==> config.mk <==
export PLATFORM = sky130hd
export DESIGN_NAME = stm_monitor
export DESIGN_NICKNAME = d
export VERILOG_FILES = /design/src/core/stm_pkg.sv /design/src/core/stm_monitor.sv
export SDC_FILE = /design/constraint.sdc
export NUM_CORES = 1
export LEC_CHECK = 0
export BUFFER_PORTS_ARGS = -buffer_cell sky130_fd_sc_hd__buf_2
export CORE_MARGIN = 2
export CORE_UTILIZATION = 36
export CTS_CLUSTER_DIAMETER = 30
export DETAILED_ROUTE_END_ITERATION = 7
export SYNTH_ARGS = -nofsm -noshare
export SYNTH_HDL_FRONTEND = slang
export SYNTH_SLANG_ARGS = --single-unit
==> constraint.sdc <==
create_clock -name i_clk -period 1.95 [get_ports i_clk]
set_clock_uncertainty 0.15 [all_clocks]
set_input_delay 0.195 -clock i_clk [delete_from_list [all_inputs] [get_ports i_clk]]
set_output_delay 0.195 -clock i_clk [all_outputs]
set_load 0.1 [all_outputs]
==> src/core/stm_pkg.sv <==
// Shared constants and types for the dual-channel torque-off monitor
// ****************************************************************
// Notes on behaviour
// - Shutoff starts from the inputs alone, whether or not the host issues commands.
// - A suspended utility resumes only after exit and re-entry on both axes.
// - In shutoff, servo-on is refused and servo-ready is held low.
// - Servo-ready only with both inputs ON and the servo off.
// - Ready and shutoff behaviour apply to axis A and B together.
// - Either input going OFF drops the brake-release output at once.
// - Shutoff brake drop ignores the configured brake-off delay.
// - Shutoff stops the motor by the configured servo-off stop mode.
// - Stop modes 0 and 1 select the dynamic brake.
// - Alarm output is held low while in shutoff.
// - Feedback output is ON only when both inputs are OFF.
// - Feedback turns ON within 8 ms of both inputs going OFF.
// - With both inputs OFF, show shutoff indication and stop both motors.
// - Open connector means no current, no torque, shutoff indication.
// - OFF pulses of 0.5 ms or less are ignored.
// - One input alone changed for 10 s raises a latched timing alarm.
// - Servo-on during OFF keeps shutoff until servo-off on both axes.
// - Shutoff sets emergency-stop status; shutoff during motion warns.
// ****************************************************************
package stm_pkg;

  // ****************************************************************
  // Timing
  // ****************************************************************
  localparam longint CLK_HZ         = 64'd25_000_000;
  localparam longint FILT_TIME_US   = 64'd500;
  localparam longint FILT_CYC       = (FILT_TIME_US * CLK_HZ + 64'd999_999) / 64'd1_000_000;
  localparam longint SKEW_TIME_S    = 64'd10;
  localparam longint SKEW_CYC       = SKEW_TIME_S * CLK_HZ;
  localparam longint FDBK_TIME_US   = 64'd8000;
  localparam longint FDBK_MAX_CYC   = (FDBK_TIME_US * CLK_HZ) / 64'd1_000_000;

  // ****************************************************************
  // Register map (byte addresses)
  // ****************************************************************
  localparam logic [3:0] ADDR_CMD    = 4'h0;
  localparam logic [3:0] ADDR_CFG    = 4'h4;
  localparam logic [3:0] ADDR_STATUS = 4'h8;
  localparam logic [3:0] ADDR_WARN   = 4'hc;

  // Command bits (write pulses)
  localparam int CMD_SON   = 0;
  localparam int CMD_SOFF  = 2;
  localparam int CMD_UENT  = 4;
  localparam int CMD_UEXIT = 6;

  // Configuration fields
  localparam int CFG_STOP_LSB   = 0;
  localparam int CFG_MOTION_LSB = 8;
  localparam int CFG_DELAY_LSB  = 16;
  localparam logic [3:0]  STOP_MODE_RST  = 4'h0;
  localparam logic [15:0] BRK_DELAY_RST  = 16'h0000;
  localparam logic [3:0]  STOP_DB_HOLD   = 4'h0;
  localparam logic [3:0]  STOP_DB_FREE   = 4'h1;

  // ****************************************************************
  // Bus carriers
  // ****************************************************************
  typedef struct packed {
    logic [3:0]  address;
    logic        read;
    logic        write;
    logic [31:0] writedata;
    logic [3:0]  byteenable;
  } stm_avs_req_type;

  typedef struct packed {
    logic [31:0] readdata;
    logic        waitrequest;
  } stm_avs_rsp_type;

endpackage : stm_pkg

==> src/core/stm_monitor.sv <==
// Dual-channel torque-off monitor with Avalon-MM register slave
`timescale 1ns/100ps
`default_nettype none

module stm_monitor #(
  parameter int unsigned FILT_CYC_P = 32'(stm_pkg::FILT_CYC),
  parameter int unsigned SKEW_CYC_P = 32'(stm_pkg::SKEW_CYC)
) (
  input  wire logic                     i_clk,
  input  wire logic                     i_rst_b,
  input  wire logic                     i_shutoff_in_a_n,
  input  wire logic                     i_shutoff_in_b_n,
  input  wire logic [1:0]               i_motor_stopped,
  input  wire logic                     i_drive_fault,
  input  wire stm_pkg::stm_avs_req_type i_avs,
  output var  stm_pkg::stm_avs_rsp_type o_avs,
  output logic                          o_shutoff_feedback_out,
  output logic [1:0]                    o_brake_release_out,
  output logic                          o_servo_alarm_out,
  output logic [1:0]                    o_servo_ready,
  output logic [1:0]                    o_gate_enable,
  output logic [1:0]                    o_dyn_brake,
  output logic [1:0]                    o_util_active,
  output logic                          o_shutoff_display
);

  localparam logic [13:0] FILT_LIM = 14'(FILT_CYC_P);
  localparam logic [27:0] SKEW_LIM = 28'(SKEW_CYC_P);

  // ****************************************************************
  // State
  // ****************************************************************
  typedef struct packed {
    logic [1:0][2:0]  sync;
    logic [1:0]       on;
    logic [1:0][13:0] filt_cnt;
    logic [27:0]      skew_cnt;
    logic             timing_alarm;
    logic             hold;
    logic [1:0]       off_seen;
    logic [1:0]       servo_on;
    logic [1:0][15:0] brk_cnt;
    logic [1:0]       brake;
    logic [1:0]       dynb;
    logic [1:0]       gate;
    logic [1:0]       ready;
    logic [1:0]       util_run;
    logic             util_susp;
    logic [1:0]       util_exited;
    logic [1:0]       util_reent;
    logic [1:0]       util_act;
    logic [1:0]       warn;
    logic             prev_shut;
    logic [3:0]       stop_mode;
    logic [15:0]      brk_delay;
    logic [1:0]       motion;
    logic             feedback;
    logic             alarm;
    logic             display;
    logic             waitreq;
    logic [31:0]      rdata;
  } stm_state_type;

  stm_state_type q;
  stm_state_type d;

  localparam stm_state_type STATE_RST = '{
    sync:        '0,
    on:          2'h0,
    filt_cnt:    '0,
    skew_cnt:    28'h0000000,
    timing_alarm: 1'b0,
    hold:        1'b0,
    off_seen:    2'h0,
    servo_on:    2'h0,
    brk_cnt:     '0,
    brake:       2'h0,
    dynb:        2'h0,
    gate:        2'h0,
    ready:       2'h0,
    util_run:    2'h0,
    util_susp:   1'b0,
    util_exited: 2'h0,
    util_reent:  2'h0,
    util_act:    2'h0,
    warn:        2'h0,
    prev_shut:   1'b1,
    stop_mode:   stm_pkg::STOP_MODE_RST,
    brk_delay:   stm_pkg::BRK_DELAY_RST,
    motion:      2'h0,
    feedback:    1'b0,
    alarm:       1'b0,
    display:     1'b1,
    waitreq:     1'b1,
    rdata:       32'h00000000
  };

  // Merge write data into a word under the byte enables
  function automatic logic [31:0] be_merge(input logic [31:0] old_v,
                                           input logic [31:0] new_v,
                                           input logic [3:0]  be);
    logic [31:0] res;
    res = old_v;
    for (int b = 0; b < 4; b++) begin
      if (be[b]) begin
        res[8*b +: 8] = new_v[8*b +: 8];
      end
    end
    return res;
  endfunction : be_merge

  // ****************************************************************
  // Next state
  // ****************************************************************
  always_comb begin
    logic        wr_take;
    logic        rd_start;
    logic [7:0]  cmd;
    logic        shut_raw;
    logic        shut_eff;
    logic        shut_rise;
    logic        alarm_any;
    logic [31:0] cfg_word;
    logic [31:0] cfg_new;
    logic [31:0] status_word;

    d = q;
    shut_raw    = 1'b0;
    shut_eff    = 1'b0;
    shut_rise   = 1'b0;
    alarm_any   = 1'b0;
    status_word = 32'h00000000;
    wr_take  = i_avs.write && !q.waitreq;
    rd_start = i_avs.read && q.waitreq;
    cmd      = 8'h00;
    cfg_word = {q.brk_delay, 6'h00, q.motion, 4'h0, q.stop_mode};
    cfg_new  = be_merge(cfg_word, i_avs.writedata, i_avs.byteenable);

    // Bus write side effects, taken at the edge that completes the transfer, one cycle after the wait
    if (wr_take && i_avs.byteenable[0]) begin
      if (i_avs.address == stm_pkg::ADDR_CMD) begin
        cmd = i_avs.writedata[7:0];
      end
    end
    // Configuration takes effect at the edge that completes the write
    if (wr_take && (i_avs.address == stm_pkg::ADDR_CFG)) begin
      d.stop_mode = cfg_new[stm_pkg::CFG_STOP_LSB +: 4];
      d.motion    = cfg_new[stm_pkg::CFG_MOTION_LSB +: 2];
      d.brk_delay = cfg_new[stm_pkg::CFG_DELAY_LSB +: 16];
    end

    // Three-stage pin chain; only stages two and three are compared
    // Stage one is never compared, so a metastable value cannot reach the filter
    d.sync[0] = {q.sync[0][1:0], i_shutoff_in_a_n};
    d.sync[1] = {q.sync[1][1:0], i_shutoff_in_b_n};
    // The count restarts only on an agreed high; a one-cycle split leaves it alone
    for (int c = 0; c < 2; c++) begin
      if (q.sync[c][1] == q.sync[c][2]) begin
        if (q.sync[c][2]) begin
          d.on[c]       = 1'b1;
          d.filt_cnt[c] = 14'h0000;
        end else if (q.filt_cnt[c] == FILT_LIM) begin
          d.on[c] = 1'b0;
        end else begin
          d.filt_cnt[c] = q.filt_cnt[c] + 14'h0001;
        end
      end
    end

    // One channel alone for too long: latched until power reset
    // No software clear: a broken wire must not be hidden by a register write
    if (q.on[0] != q.on[1]) begin
      if (q.skew_cnt == SKEW_LIM) begin
        d.timing_alarm = 1'b1;
      end else begin
        d.skew_cnt = q.skew_cnt + 28'h0000001;
      end
    end else begin
      d.skew_cnt = 28'h0000000;
    end

    // Shutoff does not look at any command: host presence is irrelevant
    shut_raw  = !q.on[0] || !q.on[1];
    alarm_any = q.timing_alarm || i_drive_fault;

    // Servo-on refused during shutoff latches the hold
    if (q.hold && (&q.off_seen) && !shut_raw) begin
      d.hold     = 1'b0;
      d.off_seen = 2'h0;
    end else if (q.hold) begin
      d.off_seen = q.off_seen | cmd[stm_pkg::CMD_SOFF +: 2];
    end
    // Set needs raw shutoff, which blocks the clear, so a servo-on in the clearing cycle does not keep the hold
    if (shut_raw && (|cmd[stm_pkg::CMD_SON +: 2])) begin
      d.hold = 1'b1;
    end
    shut_eff  = shut_raw || q.hold;
    shut_rise = shut_eff && !q.prev_shut;
    d.prev_shut = shut_eff;

    // Per-axis servo, brake and stop logic, common to both axes
    for (int ax = 0; ax < 2; ax++) begin
      if (shut_eff || cmd[stm_pkg::CMD_SOFF + ax]) begin
        d.servo_on[ax] = 1'b0;
      end else if (cmd[stm_pkg::CMD_SON + ax] && !alarm_any) begin
        d.servo_on[ax] = 1'b1;
      end
      if (alarm_any) begin
        d.servo_on[ax] = 1'b0;
      end

      // Shutoff drops the brake at once; the delay only serves servo-off
      if (shut_eff || alarm_any) begin
        d.brake[ax]   = 1'b0;
        d.brk_cnt[ax] = 16'h0000;
      end else if (d.servo_on[ax]) begin
        d.brake[ax]   = 1'b1;
        d.brk_cnt[ax] = q.brk_delay;
      end else if (q.brake[ax]) begin
        if (q.brk_cnt[ax] == 16'h0000) begin
          d.brake[ax] = 1'b0;
        end else begin
          d.brk_cnt[ax] = q.brk_cnt[ax] - 16'h0001;
        end
      end

      // Same stop mode for shutoff as for ordinary servo-off
      // Codes above one let the motor coast
      if (d.servo_on[ax]) begin
        d.dynb[ax] = 1'b0;
      end else if (q.stop_mode == stm_pkg::STOP_DB_HOLD) begin
        d.dynb[ax] = 1'b1;
      end else if (q.stop_mode == stm_pkg::STOP_DB_FREE) begin
        d.dynb[ax] = !i_motor_stopped[ax];
      end else begin
        d.dynb[ax] = 1'b0;
      end

      // Gate repeats the shutoff term so current stays cut even if servo-on sticks
      d.gate[ax]  = d.servo_on[ax] && !shut_eff;
      d.ready[ax] = !shut_eff && !d.servo_on[ax] && !alarm_any;

      // Warning flag: a new event wins over a clear in the same cycle
      if (wr_take && (i_avs.address == stm_pkg::ADDR_WARN) && i_avs.byteenable[0] &&
          i_avs.writedata[ax]) begin
        d.warn[ax] = 1'b0;
      end
      if (shut_rise && q.motion[ax]) begin
        d.warn[ax] = 1'b1;
      end

      // Utility run flags
      // Exit and entry count only while suspended; earlier presses do not
      if (cmd[stm_pkg::CMD_UEXIT + ax]) begin
        d.util_run[ax] = 1'b0;
      end else if (cmd[stm_pkg::CMD_UENT + ax]) begin
        d.util_run[ax] = 1'b1;
      end
      if (q.util_susp && cmd[stm_pkg::CMD_UEXIT + ax]) begin
        d.util_exited[ax] = 1'b1;
      end
      if (q.util_susp && q.util_exited[ax] && cmd[stm_pkg::CMD_UENT + ax]) begin
        d.util_reent[ax] = 1'b1;
      end
    end

    // Suspension lifts only after both axes left and re-entered
    if (q.util_susp && (&q.util_reent) && !shut_eff) begin
      d.util_susp   = 1'b0;
      d.util_exited = 2'h0;
      d.util_reent  = 2'h0;
    end
    if (shut_rise && (|q.util_run)) begin
      d.util_susp   = 1'b1;
      d.util_exited = 2'h0;
      d.util_reent  = 2'h0;
    end
    d.util_act = d.util_run & {2{!d.util_susp && !shut_eff}};

    // Feedback follows the filtered pair; worst lag is filter plus chain
    d.feedback = !q.on[0] && !q.on[1];
    d.alarm    = alarm_any && !shut_eff;
    d.display  = shut_eff;

    // Status word, built from registers so a read never sees a half-updated pair
    status_word[1:0]   = q.on;
    status_word[2]     = shut_eff;
    status_word[3]     = q.feedback;
    status_word[4]     = q.timing_alarm;
    status_word[5]     = q.hold;
    status_word[6]     = q.util_susp;
    status_word[9:8]   = q.servo_on;
    status_word[11:10] = {2{shut_eff}};
    status_word[13:12] = q.ready;
    status_word[15:14] = q.brake;
    status_word[17:16] = q.dynb;

    // ****************************************************************
    // Avalon slave: one wait cycle, then the answer
    // ****************************************************************
    // The wait state gives the read mux a whole cycle; each access costs two
    if ((i_avs.read || i_avs.write) && q.waitreq) begin
      d.waitreq = 1'b0;
    end else begin
      d.waitreq = 1'b1;
    end
    if (rd_start) begin
      unique case (i_avs.address)
        stm_pkg::ADDR_CFG:    d.rdata = cfg_word;
        stm_pkg::ADDR_STATUS: d.rdata = status_word;
        stm_pkg::ADDR_WARN:   d.rdata = {30'h00000000, q.warn};
        default:              d.rdata = 32'h00000000;
      endcase
    end
  end

  // ****************************************************************
  // Registers
  // ****************************************************************
  // Reset leaves the drive in shutoff until both pins are seen ON
  always_ff @(posedge i_clk or negedge i_rst_b) begin
    if (!i_rst_b) begin
      q <= STATE_RST;
    end else begin
      q <= d;
    end
  end

  // ****************************************************************
  // Outputs
  // ****************************************************************
  // Every output is a register bit; no logic sits between the state and a pin
  assign o_avs                = '{readdata: q.rdata, waitrequest: q.waitreq};
  assign o_shutoff_feedback_out = q.feedback;
  assign o_brake_release_out  = q.brake;
  assign o_servo_alarm_out    = q.alarm;
  assign o_servo_ready        = q.ready;
  assign o_gate_enable        = q.gate;
  assign o_dyn_brake          = q.dynb;
  assign o_util_active        = q.util_act;
  assign o_shutoff_display    = q.display;

endmodule : stm_monitor

`default_nettype wire

==> out/qor.log <==
[routing] first-pass iteration count of the detailed router 5
[setup_path] worst setup path class flip-flop to flip-flop
[logic_synthesis] async set-or-reset flop fraction in the synthesized netlist 100%
[routing] aggregate routed wire length 22.5 mm
[final_layout] Layout Nets 1100
[floorplanning] core outline area 23500 um^2
[logic_synthesis] combined area of all synthesized cells 8610 um^2
[min_path] worst min-delay path class input pin to flip-flop
[floorplanning] number of placement rows 56
[clock_network] clock root buffer master clkbuf_16
[final_layout] fraction of final layout cells with drive strength greater than 1 35.8%
[power] power density of the placed cells 732 nW/um^2
[final_layout] final core utilization 49.6%
[sta] shortest clock period the worst path allows after layout 2.17 ns
[logic_synthesis] cell types with the largest area share after synthesis dfrtp_1, xnor2_1, buf_4, nand2_1, mux2_2
[logic_synthesis] Syn Inst Count 823
[setup_path] cells along the critical path or4_4 > or4_4 > or3_4 > o2bb2a_4 > o21ai_2
[place] number of port buffers 87
[min_path] launch point of the worst hold path i_avs[40]
[final_layout] Inserted Diodes 0
[setup_path] type of origin of the critical path flip-flop
[floorplanning] floorplan die width 159 um
[logic_synthesis] share of synthesized area occupied by flip-flops and latches 51.5%
[logic_synthesis] Commonest cells post-synth dfrtp_1, nand2_1, nor2_1
[clock_network] clock transition time at the flip-flop clock pins of the worst setup and hold paths 0.08 ns
[final_layout] post-route cell area 11600 um^2
[sta] fin. max-slew vios 0
[setup_path] highest fanout seen on the critical path 2
[min_path] cell count of the worst hold path 3
[min_path] Worst Hold Path EP o_avs[1]
[setup_path] worst reg2reg path depth 5
[routing] post-DR wirelength/cell 16.4 um
[grt] Overall Global Routing Usage 18.4%
[grt] total gr overflow 0
[setup_path] Arrival @ worst endpoint 2.39 ns
[logic_synthesis] most frequently used cell type in the post-synthesis netlist dfrtp_1
[setup_path] required time at the endpoint of the critical path 2.18 ns
[place] HPWL after detailed placement 15.7 mm
[place] placement-stage cell area 10100 um^2
[flow_run] # Max-Cap Violations 0
[place] gpl congestion 0.877
[logic_synthesis] Avg Inst Size Synth 10.5 um^2
[place] pre-CTS setup slack -0.261 ns
[logic_synthesis] Yosys warnings 0
[setup_path] Worst path most repeated cell or4_4
[logic_synthesis] EDFF count, synth 0
[sta] final setup fails 20
[logic_synthesis] area leader, netlist dfrtp_1
[final_layout] Area Growth Syn to Fin 35.2%
[clock_network] source-to-sink clock delay at the later pin of the worst-skew pair 0.44 ns
[floorplanning] DIE AREA 25200 um^2
[run_status] violated checks setup timing
[setup_path] capture instance of the worst register-to-register path q[90]
[sta] Hold Violations, Final 0
[sta] WHS 0.0370 ns
[sta] ratio of final minimum period to clock period 111%
[sta] timing-limited maximum frequency 462 MHz
[routing] vias after detailed routing 6879
[power] Final Total Pwr 8.52 mW
[logic_synthesis] Netlist cell types 61
[grt] pin count of the biggest net entering global routing 44
[setup_path] kind of end point of the critical path flip-flop
[final_layout] fill cell count 2159
[logic_synthesis] Yosys reg bits 177
[clock_network] CTS Buffer Depth 2
[grt] number of antenna violations at the first check in global routing 1
[logic_synthesis] area share of the leading cell type in the synthesized netlist 50.9%
[sta] PnR worst setup slack -0.216 ns
[logic_synthesis] top_reg_cell synth dfrtp_1
[setup_path] delay of the slowest critical-path stage 0.55 ns
[floorplanning] boundary pin count 95
[grt] via count of the first global-routing pass 6902
[routing] ANT nets after route 0
[clock_network] H-Tree Level Count 4
[clock_network] clock sink count 177
[power] Pleak 5.42 nW
[clock_network] clock tree from TritonCTS yes
[setup_path] FF-to-FF setup slack -0.22 ns
[run_status] status finished with violations
[setup_path] worst reg2reg startpoint q[85]
[grt] wire length of the first global-routing pass 35.8 mm
[floorplanning] initial standard-cell utilization of the core 36.7%
[setup_path] standard cell with the maximum stage delay on the critical path or4_4
[sta] setup repair after global routing missed its margin true
[routing] residual DRC count 0
[routing] number of vias per cell after detailed routing 5.02
[floorplanning] Die Height 159 um
[routing] starting DRC count in detailed routing 380
[power] IR Drop Worst-Case VDD 0.476 mV
[clock_network] number of buffers inserted during clock tree synthesis 17
[logic_synthesis] net count after synthesis 884
-- what timing repair did --
| action | CTS | global route |
|---|---|---|
| cloned | 0 | 1 |
| hold buffers | 35 | 0 |
| endpoints found under the setup margin | 65 | 52 |
| setup buffers | 7 | 6 |
| endpoints found under the hold margin | 215 | 0 |
| gates resized for setup | 38 | 91 |
| pin swaps | 14 | 32 |
-- worst max path at each step --
stage / start / endpoint / slack, ns / cells after the start
2_1_floorplan: q[87] / q[90] / -0.20 / 5
3_3_place_gp: q[87] / q[90] / -0.22 / 5
3_5_place_dp: q[87] / q[90] / -0.26 / 5
4_1_cts: q[85] / q[90] / -0.21 / 5
5_1_grt: q[85] / q[90] / -0.24 / 5
6_report: q[85] / q[90] / -0.22 / 5
-- power by group --
group / internal [mW] / switching [mW]
sequential: 3.84 / 0.193
clock: 1.88 / 1.57
combinational: 0.348 / 0.693
total: 6.06 / 2.46
-- registers in the layout, indices dropped and copies added (netlist names), 2 cells and up --
signal and count:
d 4, o_avs 31, o_gate_enable 2, o_util_active 2, o_brake_release_out 2, q 129
o_dyn_brake 2, o_servo_ready 2
-- worst max-delay path: cells and delay by family (launching register included) --
family	cells	cell delay (ns)
AOI/OAI and AO/OA	2	0.24
and+or+nand+nor	3	1.33
DFF	1	0.39
-- cell usage in the layout, fill, tap and decap left out, types with 7 or more instances in the layout --
master	count
dfrtp_1	172
buf_4	123
buf_2	86
nand2_1	71
nor2_1	45
xnor2_1	35
dlygate4sd3_1	35
nand3_1	31
and2_1	29
a22o_1	28
mux2_2	24
o21ai_0	23
nand4_1	21
inv_1	20
xor2_1	19
clkbuf_16	17
a21oi_1	16
o21ai_1	14
and3_1	12
buf_6	12
nor3_1	10
o21ai_2	10
nand2_2	9
and4_1	9
a22oi_1	8
ha_1	8
or3_1	7
-- kinds of logic (layout without fill, tap and decap cells) --
group,Yosys count,in the layout,synth area share (%)
xor+xnor,57,57,5.80
simple gates,317,317,20.1
other cells,1,1,0.0436
fa+ha+maj,12,12,1.74
flops,177,177,51.5
compound gates,145,145,11.6
mux,28,28,3.62
buf+inv,86,315,5.68
-- through the flow --
stage               TNS [ns]  std cells
global route           -2.78       1371
finish                -0.979       1371
global placement       -2.18       1290
detailed placement     -3.56       1290
floorplan             -0.642        823
CTS                   -0.719       1364
-- metal layers --
layer | track usage [%] | routed length [um] | part of all wire [%] | up-vias
li1 | - | - | - | 3340
met1 | 25.2 | 10500 | 47 | 3399
met2 | 29.9 | 10900 | 49 | 107
met3 | 2.91 | 680 | 3.0 | 31
met4 | 5.88 | 397 | 1.8 | 2
met5 | 0 | 13 | 0.058 | -
-- layout make-up --
cell class	instances	area, um^2	share of cell area [%]
Inverter	21	81.3	0.699
Sequential cell	177	4440	38.1
Clock buffer	19	453	3.89
Tap cell	319	399	3.43
Multi-Input combinational cell	560	4170	35.8
Clock inverter	13	139	1.19
Timing Repair Buffer	262	1960	16.8
Note: power is estimated with default switching activity, not from simulation.
